===== src/design/tdr_pkg.sv =====
// Shared constants and carrier types for the touch reference drift engine
package tdr_pkg;
	localparam int TDR_NUM_BTN = 12; // Physical buttons
	localparam int TDR_NUM_LUMP = 4; // Virtual lump channels after the buttons
	localparam int TDR_NUM_CH = TDR_NUM_BTN + TDR_NUM_LUMP;
	localparam int TDR_LUMP0_IDX = 12; // First lump channel index
	localparam int TDR_LUMP1_IDX = 13; // Second lump channel index
	localparam int TDR_SIG_W = 16; // Signal and reference width
	localparam int TDR_GAIN_W = 4; // Per-channel drift gain width
	localparam int TDR_CFG_W = 8; // Rate, hold and count setting width
	localparam int TDR_TICK_MS = 200; // Timebase unit in ms for rates and hold
	localparam int TDR_EVAL_DIV = 10; // Measurements per drift assessment
	localparam logic [3:0] TDR_EVAL_LAST = 4'h9; // Last divider state before assessment
	localparam logic [TDR_CFG_W-1:0] TDR_CNT_ZERO = 8'h00;
	localparam logic [TDR_CFG_W-1:0] TDR_CNT_ONE = 8'h01;
	localparam logic [TDR_GAIN_W-1:0] TDR_STEP_ONE = 4'h1; // Step without gain
	localparam logic TDR_GAIN_RST = 1'b1; // Drift gain enabled after reset

	// Extra confirmation measurement policy
	typedef enum logic [1:0] {
		TDR_RB_NONE,
		TDR_RB_UNRESOLVED,
		TDR_RB_ALL
	} tdr_reburst_t;

	// Per-channel configuration
	typedef struct packed {
		logic enable;
		logic low_power_select;
		logic [TDR_GAIN_W-1:0] gain;
		logic [TDR_SIG_W-1:0] threshold;
	} tdr_chan_cfg_t;

	// Global drift timing configuration, all in 200 ms units
	typedef struct packed {
		logic [TDR_CFG_W-1:0] upward_drift_rate;
		logic [TDR_CFG_W-1:0] downward_drift_rate;
		logic [TDR_CFG_W-1:0] drift_hold_time;
	} tdr_drift_cfg_t;

	// Anti-touch and detect confirmation configuration
	typedef struct packed {
		logic [TDR_SIG_W-1:0] negative_recal_threshold;
		logic [TDR_CFG_W-1:0] negative_recal_count;
		logic [TDR_CFG_W-1:0] detect_confirm_count;
	} tdr_conf_cfg_t;
endpackage


===== src/design/tdr_drift_engine.sv =====
// Reference tracking, detect state, anti-touch recalibration and reburst control
// What this block does
// (RULE_01) Extra confirmation measurements are requested during calibration, detect confirmation and recalibration.
// (RULE_02) The reburst policy picks none, only unresolved channels, or all active channels for extra measurements.
// (RULE_03) A signal above its reference raises the reference one count per upward period of rate times 200 ms.
// (RULE_04) With drift gain on, each upward step is the channel gain instead of one count.
// (RULE_05) A signal below its reference lowers the reference one count per downward period of rate times 200 ms.
// (RULE_06) With drift gain on, each downward step is the channel gain instead of one count.
// (RULE_07) While any channel is in detect, drifting is suspended on all channels.
// (RULE_08) After the last detect ends, drifting stays paused for the hold setting times 200 ms.
// (RULE_09) Drift gain enable resets to on and follows the bit written to the device control register.
// (RULE_10) Lumps drift like buttons; in low power only low-power channels are measured and drifted.
// (RULE_11) With lump member drifting on, members of a low-power lump are drifted in low-power mode too.
// (RULE_12) A drift step is assessed only once every ten measurement cycles.
// (RULE_13) Lump channels follow the buttons, the first lump at index 12 and the second at 13.
// (RULE_14) A delta held below the negative threshold for the configured count recalibrates the channel.
// (RULE_15) A channel enters detect when its delta rises above its threshold.
// (RULE_16) The delta is the signal minus the reference as a signed value.
`timescale 1ns/10ps
module tdr_drift_engine #(
	parameter int NUM_BTN = tdr_pkg::TDR_NUM_BTN,
	parameter int NUM_LUMP = tdr_pkg::TDR_NUM_LUMP,
	parameter int SIG_W = tdr_pkg::TDR_SIG_W
) (
	// Clock and reset
	input wire logic mclk,
	input wire logic nrst,
	// Timebase
	input wire logic meas_tick,
	input wire logic tick_200ms,
	// Measurement data, one word per channel
	input wire logic [SIG_W-1:0] signal_in [NUM_BTN+NUM_LUMP],
	// Configuration
	input wire tdr_pkg::tdr_chan_cfg_t chan_cfg [NUM_BTN+NUM_LUMP],
	input wire tdr_pkg::tdr_drift_cfg_t drift_cfg,
	input wire tdr_pkg::tdr_conf_cfg_t conf_cfg,
	input wire tdr_pkg::tdr_reburst_t reburst_policy,
	input wire logic [NUM_BTN-1:0] lump_members [NUM_LUMP],
	// Device control write
	input wire logic device_control_wr,
	input wire logic drift_gain_wdata,
	input wire logic lump_member_drift_enable,
	input wire logic low_power_mode,
	input wire logic calibrate_req,
	// Status
	output logic [SIG_W-1:0] reference [NUM_BTN+NUM_LUMP],
	output logic [NUM_BTN+NUM_LUMP-1:0] detect,
	output logic [NUM_BTN+NUM_LUMP-1:0] reburst_req,
	output logic [NUM_BTN+NUM_LUMP-1:0] recal_done,
	output logic drift_gain_enable,
	output logic drift_paused
);
	import tdr_pkg::*;

	localparam int NUM_CH = NUM_BTN + NUM_LUMP;

	logic drift_gain_enable_q;
	logic [3:0] eval_div_q;
	logic [TDR_CFG_W-1:0] up_tmr_q;
	logic [TDR_CFG_W-1:0] down_tmr_q;
	logic [TDR_CFG_W-1:0] hold_q;
	logic up_due_q;
	logic down_due_q;
	logic cal_pend_q;
	logic [NUM_CH-1:0] det_q;
	logic [NUM_CH-1:0] pending;
	logic [NUM_CH-1:0] touching;
	logic [NUM_CH-1:0] active;
	logic [NUM_CH-1:0] recal;
	logic [NUM_CH-1:0] reburst_d;
	logic [NUM_CH-1:0] reburst_q;
	logic [NUM_CH-1:0] recal_q;
	logic [NUM_LUMP-1:0] lp_lump;
	logic [NUM_BTN-1:0] in_lp_lump;
	logic eval_now;
	logic any_det;
	logic pause;
	logic up_wrap;
	logic down_wrap;
	logic up_step;
	logic down_step;

	// Drift gain enable follows the control bit write
	always_ff @(posedge mclk or negedge nrst) begin
		if (!nrst) begin
			drift_gain_enable_q <= TDR_GAIN_RST; // RULE_09
		end else if (device_control_wr) begin
			drift_gain_enable_q <= drift_gain_wdata; // RULE_09
		end
	end

	// Assessment divider over measurement cycles
	assign eval_now = meas_tick && (eval_div_q == TDR_EVAL_LAST); // RULE_12
	always_ff @(posedge mclk or negedge nrst) begin
		if (!nrst) begin
			eval_div_q <= 4'h0;
		end else if (meas_tick) begin
			eval_div_q <= eval_now ? 4'h0 : eval_div_q + 4'h1; // RULE_12
		end
	end

	// Hold time after the last detect ends
	assign any_det = |det_q;
	assign pause = any_det || (hold_q != TDR_CNT_ZERO); // RULE_07 RULE_08
	always_ff @(posedge mclk or negedge nrst) begin
		if (!nrst) begin
			hold_q <= TDR_CNT_ZERO;
		end else if (any_det) begin
			hold_q <= drift_cfg.drift_hold_time; // RULE_08
		end else if (tick_200ms && hold_q != TDR_CNT_ZERO) begin
			hold_q <= hold_q - TDR_CNT_ONE; // RULE_08
		end
	end

	// Drift period timers in 200 ms units; a zero rate disables that direction
	assign up_wrap = tick_200ms && (drift_cfg.upward_drift_rate != TDR_CNT_ZERO)
		&& (up_tmr_q + TDR_CNT_ONE >= drift_cfg.upward_drift_rate); // RULE_03
	assign down_wrap = tick_200ms && (drift_cfg.downward_drift_rate != TDR_CNT_ZERO)
		&& (down_tmr_q + TDR_CNT_ONE >= drift_cfg.downward_drift_rate); // RULE_05
	assign up_step = eval_now && up_due_q && !pause; // RULE_03 RULE_07 RULE_12
	assign down_step = eval_now && down_due_q && !pause; // RULE_05 RULE_07 RULE_12
	always_ff @(posedge mclk or negedge nrst) begin
		if (!nrst) begin
			up_tmr_q <= TDR_CNT_ZERO;
			down_tmr_q <= TDR_CNT_ZERO;
			up_due_q <= 1'b0;
			down_due_q <= 1'b0;
		end else begin
			if (tick_200ms) begin
				up_tmr_q <= up_wrap ? TDR_CNT_ZERO : up_tmr_q + TDR_CNT_ONE;
				down_tmr_q <= down_wrap ? TDR_CNT_ZERO : down_tmr_q + TDR_CNT_ONE;
			end
			up_due_q <= up_wrap || (up_due_q && !up_step); // Set wins over consume
			down_due_q <= down_wrap || (down_due_q && !down_step);
		end
	end

	// Calibration keeps confirmation measurements pending until the next measurement tick
	always_ff @(posedge mclk or negedge nrst) begin
		if (!nrst) begin
			cal_pend_q <= 1'b0;
		end else begin
			cal_pend_q <= calibrate_req || (cal_pend_q && !meas_tick); // RULE_01
		end
	end

	// Low-power lumps and their member buttons
	always_comb begin
		in_lp_lump = '0;
		for (int k = 0; k < NUM_LUMP; k++) begin
			lp_lump[k] = chan_cfg[NUM_BTN+k].enable && chan_cfg[NUM_BTN+k].low_power_select; // RULE_13
			if (lp_lump[k]) begin
				in_lp_lump = in_lp_lump | lump_members[k]; // RULE_11
			end
		end
	end

	// Channel activity: all enabled in active mode, low-power set or low-power lump members with member drifting otherwise
	for (genvar i = 0; i < NUM_CH; i++) begin : g_act
		if (i < NUM_BTN) begin : g_btn
			assign active[i] = chan_cfg[i].enable && (!low_power_mode || chan_cfg[i].low_power_select
				|| (lump_member_drift_enable && in_lp_lump[i])); // RULE_10 RULE_11
		end else begin : g_lump
			assign active[i] = chan_cfg[i].enable
				&& (!low_power_mode || chan_cfg[i].low_power_select); // RULE_10 RULE_13
		end
	end

	// Per-channel delta, detect confirmation, anti-touch and drift
	for (genvar i = 0; i < NUM_CH; i++) begin : g_ch
		logic signed [SIG_W:0] delta;
		logic signed [SIG_W:0] thr_s;
		logic signed [SIG_W:0] neg_s;
		logic [SIG_W-1:0] ref_q;
		logic [SIG_W-1:0] ref_d;
		logic [SIG_W-1:0] step;
		logic [SIG_W-1:0] gap_up;
		logic [SIG_W-1:0] gap_down;
		logic [TDR_CFG_W-1:0] conf_q;
		logic [TDR_CFG_W-1:0] neg_q;
		logic above;
		logic below;
		logic mismatch;
		logic conf_done;
		logic meas;
		logic det_r;

		assign delta = $signed({1'b0, signal_in[i]}) - $signed({1'b0, ref_q}); // RULE_16
		assign thr_s = $signed({1'b0, chan_cfg[i].threshold});
		assign neg_s = -$signed({1'b0, conf_cfg.negative_recal_threshold});
		assign above = delta > thr_s; // RULE_15
		assign below = delta < neg_s; // RULE_14
		assign meas = meas_tick && active[i];
		assign mismatch = above != det_q[i];
		assign touching[i] = above || det_q[i]; // RULE_02
		assign conf_done = conf_q >= conf_cfg.detect_confirm_count;
		assign recal[i] = meas && below && !det_q[i]
			&& (neg_q + TDR_CNT_ONE >= conf_cfg.negative_recal_count); // RULE_14
		assign pending[i] = active[i] && (mismatch || (below && !det_q[i]) || cal_pend_q); // RULE_01

		// Step size and distance left to the signal, clamped so the reference lands on it
		assign step = drift_gain_enable_q ? SIG_W'(chan_cfg[i].gain) : SIG_W'(TDR_STEP_ONE); // RULE_04 RULE_06
		assign gap_up = signal_in[i] - ref_q;
		assign gap_down = ref_q - signal_in[i];

		// Next reference value
		always_comb begin
			ref_d = ref_q;
			if ((calibrate_req && active[i]) || recal[i]) begin
				ref_d = signal_in[i]; // RULE_14
			end else if (active[i] && !det_q[i] && delta > 0 && up_step) begin
				ref_d = ref_q + ((step < gap_up) ? step : gap_up); // RULE_03 RULE_04
			end else if (active[i] && !det_q[i] && delta < 0 && down_step) begin
				ref_d = ref_q - ((step < gap_down) ? step : gap_down); // RULE_05 RULE_06
			end
		end

		// Reference and state registers
		always_ff @(posedge mclk or negedge nrst) begin
			if (!nrst) begin
				ref_q <= '0;
				det_r <= 1'b0;
				conf_q <= TDR_CNT_ZERO;
				neg_q <= TDR_CNT_ZERO;
			end else begin
				ref_q <= ref_d;
				if (calibrate_req || recal[i]) begin
					det_r <= 1'b0;
					conf_q <= TDR_CNT_ZERO;
				end else if (meas && mismatch) begin
					det_r <= conf_done ? above : det_r; // RULE_15
					conf_q <= conf_done ? TDR_CNT_ZERO : conf_q + TDR_CNT_ONE; // RULE_01
				end else if (meas) begin
					conf_q <= TDR_CNT_ZERO;
				end
				if (calibrate_req || recal[i] || (meas && !(below && !det_q[i]))) begin
					neg_q <= TDR_CNT_ZERO; // A lone spike restarts the count
				end else if (meas) begin
					neg_q <= neg_q + TDR_CNT_ONE; // RULE_14
				end
			end
		end

		assign reference[i] = ref_q;
		assign det_q[i] = det_r;
	end

	// Reburst selection by policy
	always_comb begin
		unique case (reburst_policy)
			TDR_RB_NONE: reburst_d = '0; // RULE_02
			TDR_RB_UNRESOLVED: reburst_d = pending & touching; // RULE_02
			TDR_RB_ALL: reburst_d = (|pending) ? active : '0; // RULE_02
			default: reburst_d = '0;
		endcase
	end

	// Registered status
	always_ff @(posedge mclk or negedge nrst) begin
		if (!nrst) begin
			reburst_q <= '0;
			recal_q <= '0;
		end else begin
			reburst_q <= reburst_d; // RULE_01
			recal_q <= recal;
		end
	end

	assign detect = det_q;
	assign reburst_req = reburst_q;
	assign recal_done = recal_q;
	assign drift_gain_enable = drift_gain_enable_q;
	assign drift_paused = pause;
endmodule


===== config.mk =====
export PLATFORM = sky130hd
export DESIGN_NAME = tdr_drift_engine
export DESIGN_NICKNAME = d
export VERILOG_FILES = /design/src/design/tdr_pkg.sv /design/src/design/tdr_drift_engine.sv
export SDC_FILE = /design/constraint.sdc
export NUM_CORES = 2
export LEC_CHECK = 0
export BUFFER_PORTS_ARGS = -buffer_cell sky130_fd_sc_hd__buf_2
export CAP_MARGIN = 20
export CELL_PAD_IN_SITES_DETAIL_PLACEMENT = 0
export CELL_PAD_IN_SITES_GLOBAL_PLACEMENT = 1
export CORE_UTILIZATION = 40
export CTS_BUF_LIST = sky130_fd_sc_hd__clkbuf_4 sky130_fd_sc_hd__clkbuf_8 sky130_fd_sc_hd__clkbuf_16
export CTS_CLUSTER_DIAMETER = 50
export CTS_CLUSTER_SIZE = 28
export DETAILED_ROUTE_END_ITERATION = 10
export PLACE_DENSITY = 0.76
export SETUP_SLACK_MARGIN = 0.5
export SLEW_MARGIN = 25
export SYNTH_ARGS = -nofsm -noshare
export SYNTH_HDL_FRONTEND = slang
export SYNTH_SLANG_ARGS = --single-unit
export TNS_END_PERCENT = 1

===== constraint.sdc =====
create_clock -name mclk -period 7.7 [get_ports mclk]
set_clock_uncertainty 0.05 [all_clocks]
set_input_delay 0.385 -clock mclk [delete_from_list [all_inputs] [get_ports mclk]]
set_output_delay 0.385 -clock mclk [all_outputs]
set_load 0.01 [all_outputs]

# After elaboration in Yosys (flattened, before gate mapping)
# Index checks and enable logic that the tools add are counted.
# totals
output_inout_bits,306
reg_bits,592
elab_cells,1131
# op_classes
add_sub_neg,117
n_lt_le_gt_ge,130
n_bitwise,4
reduce_logical,536
mux,251
n_eq_ne,19
# op_table
operator,count
two-way mux 16 bit,81
two-way mux 8 bit,100
subtractor 16 bit,48
< comparator 4 x 16 -> 1 bit,32
adder 8 x 1 -> 8 bit (second input constant),34
greater-or-equal comparator 8 bit,34
> comparator 17 x 1 -> 1 bit (second input constant),16
> comparator 17 bit,16
< comparator 17 x 1 -> 1 bit (second input constant),16
< comparator 17 bit,16
subtractor 16 x 16 -> 17 bit,16
logical AND 1 bit,269
adder 16 bit,16
logical OR 1 bit,128
nonzero test 2 bit,49
nonzero test 3 bit,32
two-way mux 4 bit,17
two-way mux 1 bit,48
two-way mux 12 bit,4
zero test 1 bit,37
bitwise OR 12 bit,3
case mux 16 bit (2 select lines),1
AND reduction 2 bit,16
OR reduction 16 bit,2
9 further kinds,26

# Depth between registers and ports, before layout
# depth
depth_word,18
mapped_depth,35

# Worst setup path before layout
# OpenSTA, ideal clock, no wires.
# synth_timing
kind,register -> register
startpoint,"reg drift_gain_enable_q, in the netlist drift_gain_enable"
endpoint,reg g_ch[0].ref_q[15]
period_less_slack_ns,7.268
slack_ns,0.432
stages_incl_launch_ff,32
arrival_ns,7.094
required_ns,7.526
path_cell_list,dfstp_2 clkbuf_1 clkbuf_1 clkbuf_1 clkbuf_1 clkbuf_1 and2_1 ha_1 a21o_1 a21oi_1 nor2b_1 o2111ai_1 or4b_1 a2111o_1 a2111oi_2 buf_2 mux2i_1 ha_1 clkbuf_1 xor2_1 o21ai_0 ha_1 a21o_1 a2111oi_0 nor3_1 nor2_1 a21oi_1 a31oi_1 o21ai_0 or3_1 o2111ai_1 nor3_1
# synth_between
elab_chain_cells,7
# synth_rtl
item,line,text
"start, declared",tdr_drift_engine.sv:57,logic drift_gain_enable_q;
"start signal, assigned",tdr_drift_engine.sv:88,drift_gain_enable_q <= drift_gain_wdata;
two-way mux 4 bit (*),tdr_drift_engine.sv:202,assign step = drift_gain_enable_q ? SIG_W'(chan_cfg[i].gain) : SIG_W'(TDR_STEP_ONE);
< comparator 4 x 16 -> 1 bit,tdr_drift_engine.sv:214,ref_d = ref_q - ((step < gap_down) ? step : gap_down);
two-way mux 16 bit,tdr_drift_engine.sv:214,
subtractor 16 bit,tdr_drift_engine.sv:214,
two-way mux 16 bit,tdr_drift_engine.sv:213,end else if (active[i] && !det_q[i] && delta < 0 && down_step) begin
two-way mux 16 bit (*),tdr_drift_engine.sv:211,end else if (active[i] && !det_q[i] && delta > 0 && up_step) begin
two-way mux 16 bit (*),tdr_drift_engine.sv:209,if ((calibrate_req && active[i]) || recal[i]) begin
"end signal, assigned",tdr_drift_engine.sv:226,ref_q <= ref_d;
"end, declared",tdr_drift_engine.sv:174,logic [SIG_W-1:0] ref_q;
# Mark *: on every way between the ends. The rest lies on a longest branch, timed or not. The select of a mux whose other input is x is not followed.
# A chain may end at the register's enable or synchronous reset.

# Worst setup path after layout
# layout_timing
startpoint,reg g_ch[10].ref_q[0]
endpoint,reg g_ch[10].ref_q[15]
# layout_between
elab_chain_cells,7
# layout_rtl
item,line
"start, declared",tdr_drift_engine.sv:174
"start signal, assigned",tdr_drift_engine.sv:226
subtractor 16 bit or subtractor 16 x 16 -> 17 bit (tied branches),"tdr_drift_engine.sv:204, tdr_drift_engine.sv:188"
< comparator 4 x 16 -> 1 bit or < comparator 17 bit (tied branches),"tdr_drift_engine.sv:214, tdr_drift_engine.sv:192"
two-way mux 16 bit or logical AND 1 bit (tied branches),"tdr_drift_engine.sv:214, tdr_drift_engine.sv:197"
subtractor 16 bit or logical AND 1 bit (tied branches),"tdr_drift_engine.sv:214, tdr_drift_engine.sv:197"
two-way mux 16 bit or logical AND 1 bit (tied branches),"tdr_drift_engine.sv:213, tdr_drift_engine.sv:198"
two-way mux 16 bit or logical OR 1 bit (tied branches),"tdr_drift_engine.sv:211, tdr_drift_engine.sv:209"
two-way mux 16 bit or nonzero test 3 bit (tied branches),--
# Parallel ways exist; a longest one is shown, timed or not. The select of a mux whose other input is x is not followed.

==> results.txt <==
* Run status: finished, final reports clean
* Vias in the first global route: 91500
* Count of pins on the block boundary: 1029
- Initial DRC Count: 7348
- Post-Layout Inst Area: 0.110 sq mm
* Total DRC errors in the routed layout: 0
* Synth Instances: 11900
- Data on the critical path is required at its endpoint by 8330 ps.
- Post-synth net total: 14400
- Clock tree from TritonCTS: yes
- First-pass GRT wire length: 568000 microns
* Final-report setup violation count: 0
- Setup repair after global routing could not meet its margin everywhere.
- Commonest non-fill, non-tap cells in the layout: ha_1 (1666), inv_1 (1203), buf_2 (1026)
- Wires add up to 387000 microns.
- After detailed routing, the average wire length per cell comes to 23.6 microns.
- Instance count after placement with tap cells included: 15800
- DIE WIDTH: 482 microns
* Most used flip-flop cell after synthesis: dfrtp_1
* Depth of the most critical reg-to-reg path: 27
* Post-layout minimum cycle time: 7060 ps
* Sink Count: 592
- Most common library cell in the layout ignoring fill and taps: ha_1
- Summed over all failing endpoints, the final setup total negative slack is 0 ps.
* Overall via count from detail_route: 95300
- Period utilization: 0.917
- Mapped Area: 0.0923 sq mm
- The floorplan has 175 rows.
* Clock transition time at the flip-flop clock pins of the worst setup and hold paths: 50 ps
- The critical path is of the reg2reg type.
- Yosys mapped a number of flops with a built-in enable equal to 0.
- CTS H-tree depth: 4
* Hold_ws: 59.0 ps
* Post-layout instance count excluding filler cells: 16400
- Worst vdd rail ir drop: 0.274 mV
- Setup crit end kind: register
- Number of distinct standard cells referenced by the synthesized netlist: 118
- Dpl cell area: 0.102 sq mm
- Largest net degree at the start of global routing: 149
- Counting flops with an async set or reset pin after synthesis yields a share of 1.00.
* Reg2Reg Setup Slack: 640 ps
* Clock buffer count from CTS: 135
* Sum of overflow across all layers after global routing: 0
* Max-Cap Viols: 0
* Number of iterations in the first detailed-routing pass: 6
- Worst hold path type: in2async
- Power per standard cell area: 271 mW/mm^2
- The number of antenna violations at the first check in global routing came to 89.
* FMAX: 0.142 GHz
- Weighted congestion at the end of routability-driven global placement: 0.978
* Area growth, synth to finish: 19.6%
- In this run the critical register-to-register path is captured at g_ch[10].ref_q[15].
* Worst path arrival time: 7690 ps
- The total area inside the core boundary comes to 0.228 sq mm.
- During synthesis, Yosys emitted a total of 0 warnings.
- Of all nets on the critical path, the largest fanout is 6.
- Worst Tran Pin Value: 1130 ps
- The clock passes through at most 3 buffers.
* Die Y: 482 microns
* Total GRT Usage: 0.320
- In the final layout, the share of cells above drive strength 1 is 0.147.
- Fill cells in the final layout number 22600.
* Clock root cell: clkbuf_16
- The number of max-slew violations in the final report came to 0.
- Counting flops and latches in the post-synthesis netlist gives 592.
- Input and output buffers added on the ports amount to 1028.
* Avg Synthesized Cell Area: 7.75 sq um
* Final-stage net count: 15700
- Sequential area share after synthesis: 0.161
* Remaining max-slew budget at the tightest pin: 0.234
- The analysis attributes to cell leakage a power of 54.9 nW.
- Insertion delay to the later sink of the worst-skew pair: 830 ps
- In the routed layout, each cell is associated on average with a via count of 5.82.
- Post-DP HPWL: 311000 microns
- Final hold violation count: 0
- The worst register-to-register path begins at g_ch[10].ref_q[0].
* Initial core utilization: 0.404
* Kind of start point of the critical path: register
- Once detail routing completed, the nets flagged for antenna violations numbered 0.
- The die covers 0.233 sq mm.
==> cells in the mapped netlist, drive strengths merged (29+ instances only) <==
| cell type | number | area share |
|---|---|---|
| a2111oi | 70 | 0.0074 |
| a211o | 36 | 0.0034 |
| a211oi | 110 | 0.0090 |
| a21boi | 53 | 0.0044 |
| a21o | 486 | 0.040 |
| a21oi | 985 | 0.054 |
| a22oi | 34 | 0.0028 |
| a31oi | 86 | 0.0058 |
| a32o | 65 | 0.0071 |
| and2 | 105 | 0.0071 |
| and3 | 150 | 0.010 |
| buf | 70 | 0.0046 |
| clkbuf | 351 | 0.014 |
| dfrtp | 591 | 0.16 |
| fa | 48 | 0.010 |
| ha | 1685 | 0.23 |
| inv | 1206 | 0.049 |
| mux2 | 48 | 0.0059 |
| mux2i | 219 | 0.024 |
| nand2 | 732 | 0.030 |
| nand2b | 217 | 0.015 |
| nand3 | 248 | 0.013 |
| nand3b | 34 | 0.0028 |
| nand4 | 157 | 0.011 |
| nor2 | 897 | 0.036 |
| nor2b | 167 | 0.011 |
| nor3 | 260 | 0.014 |
| nor3b | 34 | 0.0028 |
| nor4 | 83 | 0.0059 |
| o2111ai | 29 | 0.0028 |
| o211ai | 70 | 0.0057 |
| o21a | 224 | 0.018 |
| o21ai | 860 | 0.047 |
| o21bai | 95 | 0.0077 |
| o22ai | 52 | 0.0035 |
| o31a | 46 | 0.0045 |
| o31ai | 105 | 0.0086 |
| or2 | 52 | 0.0035 |
| or3 | 81 | 0.0055 |
| or4 | 46 | 0.0038 |
| xnor2 | 416 | 0.039 |
| xor2 | 254 | 0.024 |
==> cell type report <==
| class | count | area (sq um) | area share |
|---|---|---|---|
| multi-input combinational | 9688 | 72400 | 0.656 |
| sequential | 592 | 14800 | 0.134 |
| timing repair buffer | 1571 | 10000 | 0.0910 |
| inverter | 1208 | 4540 | 0.0411 |
| tap | 3009 | 3760 | 0.0341 |
| clock buffer | 170 | 3720 | 0.0337 |
| clock inverter | 74 | 953 | 0.00864 |
| antenna | 51 | 128 | 0.00116 |
==> kinds of logic (layout without fill, tap and decap cells) <==
logic type                 after synthesis  in the layout  synth area share
DFF                                    592            592             0.161
AOI/OAI and AO/OA                     3656           3656             0.257
muxes                                  267            267            0.0297
and+or+nand+nor                       3362           3362             0.182
other                                    0             51                 0
buffers and inverters                 1629           3023            0.0680
xor gates and xnor gates               670            670            0.0636
adders and majority gates             1733           1733             0.239
==> state kept, by name, indices dropped and copies added (netlist names) <==
| name | count |
|---|---|
| drift_gain_enable | 1 |
| eval_div_q | 4 |
| g_ch.ref_q | 256 |
| g_ch.det_r | 16 |
| cal_pend_q | 1 |
| hold_q | 8 |
| recal_done | 16 |
| g_ch.conf_q | 128 |
| g_ch.neg_q | 128 |
| reburst_req | 16 |
| up_tmr_q | 8 |
| down_due_q | 1 |
| down_tmr_q | 8 |
| up_due_q | 1 |
==> stage by stage <==
| step | utilization | worst slack, ps | power, mW |
|---|---|---|---|
| detailed placement | 0.446 | -292 | 23.0 |
| floorplan | - | 538 | 17.4 |
| CTS | 0.479 | 384 | 29.5 |
| global placement | 0.446 | -213 | 22.6 |
| finish | 0.483 | 636 | 29.9 |
| global route | 0.483 | 275 | 32.3 |
==> worst max path at each step <==
stage / depth (start not counted) / slack (ps) / from / to
final: 27 / 640 / g_ch[10].ref_q[0] / g_ch[10].ref_q[15]
after detailed placement: 31 / -290 / signal_in[177] / g_ch[4].ref_q[14]
after global routing: 27 / 270 / g_ch[13].ref_q[1] / g_ch[13].ref_q[15]
after CTS: 30 / 380 / g_ch[3].ref_q[2] / g_ch[3].ref_q[15]
after global placement: 31 / -210 / signal_in[177] / g_ch[4].ref_q[14]
after floorplan: 31 / 540 / drift_gain_enable / g_ch[0].ref_q[15]
==> worst max-delay path: stages (launching register included) <==
cell and delay, ps:
dfrtp_2 390, ha_1 180, inv_1 60, fa_1 390, a21o_1 210, a21oi_4 230
o221ai_2 150, a211o_1 320, a21oi_2 150, xnor2_1 160, or4_1 550, or4b_4 570
or3_4 420, nand2_1 70, o21ai_1 60, mux2_2 290, ha_1 280, a21o_1 130
a21o_1 220, a2111oi_2 100, nor3_1 370, a41o_1 320, nor4_4 60, o41a_1 340
o21ai_0 340, nand2_1 130, o41ai_1 290, nor3_1 110
==> what timing repair did <==
action,in CTS,in global routing
gates resized for setup,21,181
pin swaps,1,24
endpoints found under the setup margin,32,82
setup buffers,6,13
gates cloned,0,0
hold buffers,274,0
endpoints found under the hold margin,329,0
==> routing by layer <==
layer | part of all wire | wire length, microns | track usage | vias up
met3 | 0.069 | 26800 | 0.0606 | 700
met1 | 0.44 | 169000 | 0.415 | 45800
met2 | 0.44 | 172000 | 0.508 | 3258
li1 | - | - | - | 45500
met4 | 0.050 | 19300 | 0.153 | 30
met5 | 0.00047 | 183 | 0 | -
==> where the power goes <==
part           switching, mW  total, mW  internal (mW)
combinational           11.5       19.5           8.00
clock                   2.30       6.06           3.76
sequential             0.795       4.37           3.57
Power figures use the tool's default switching activity.
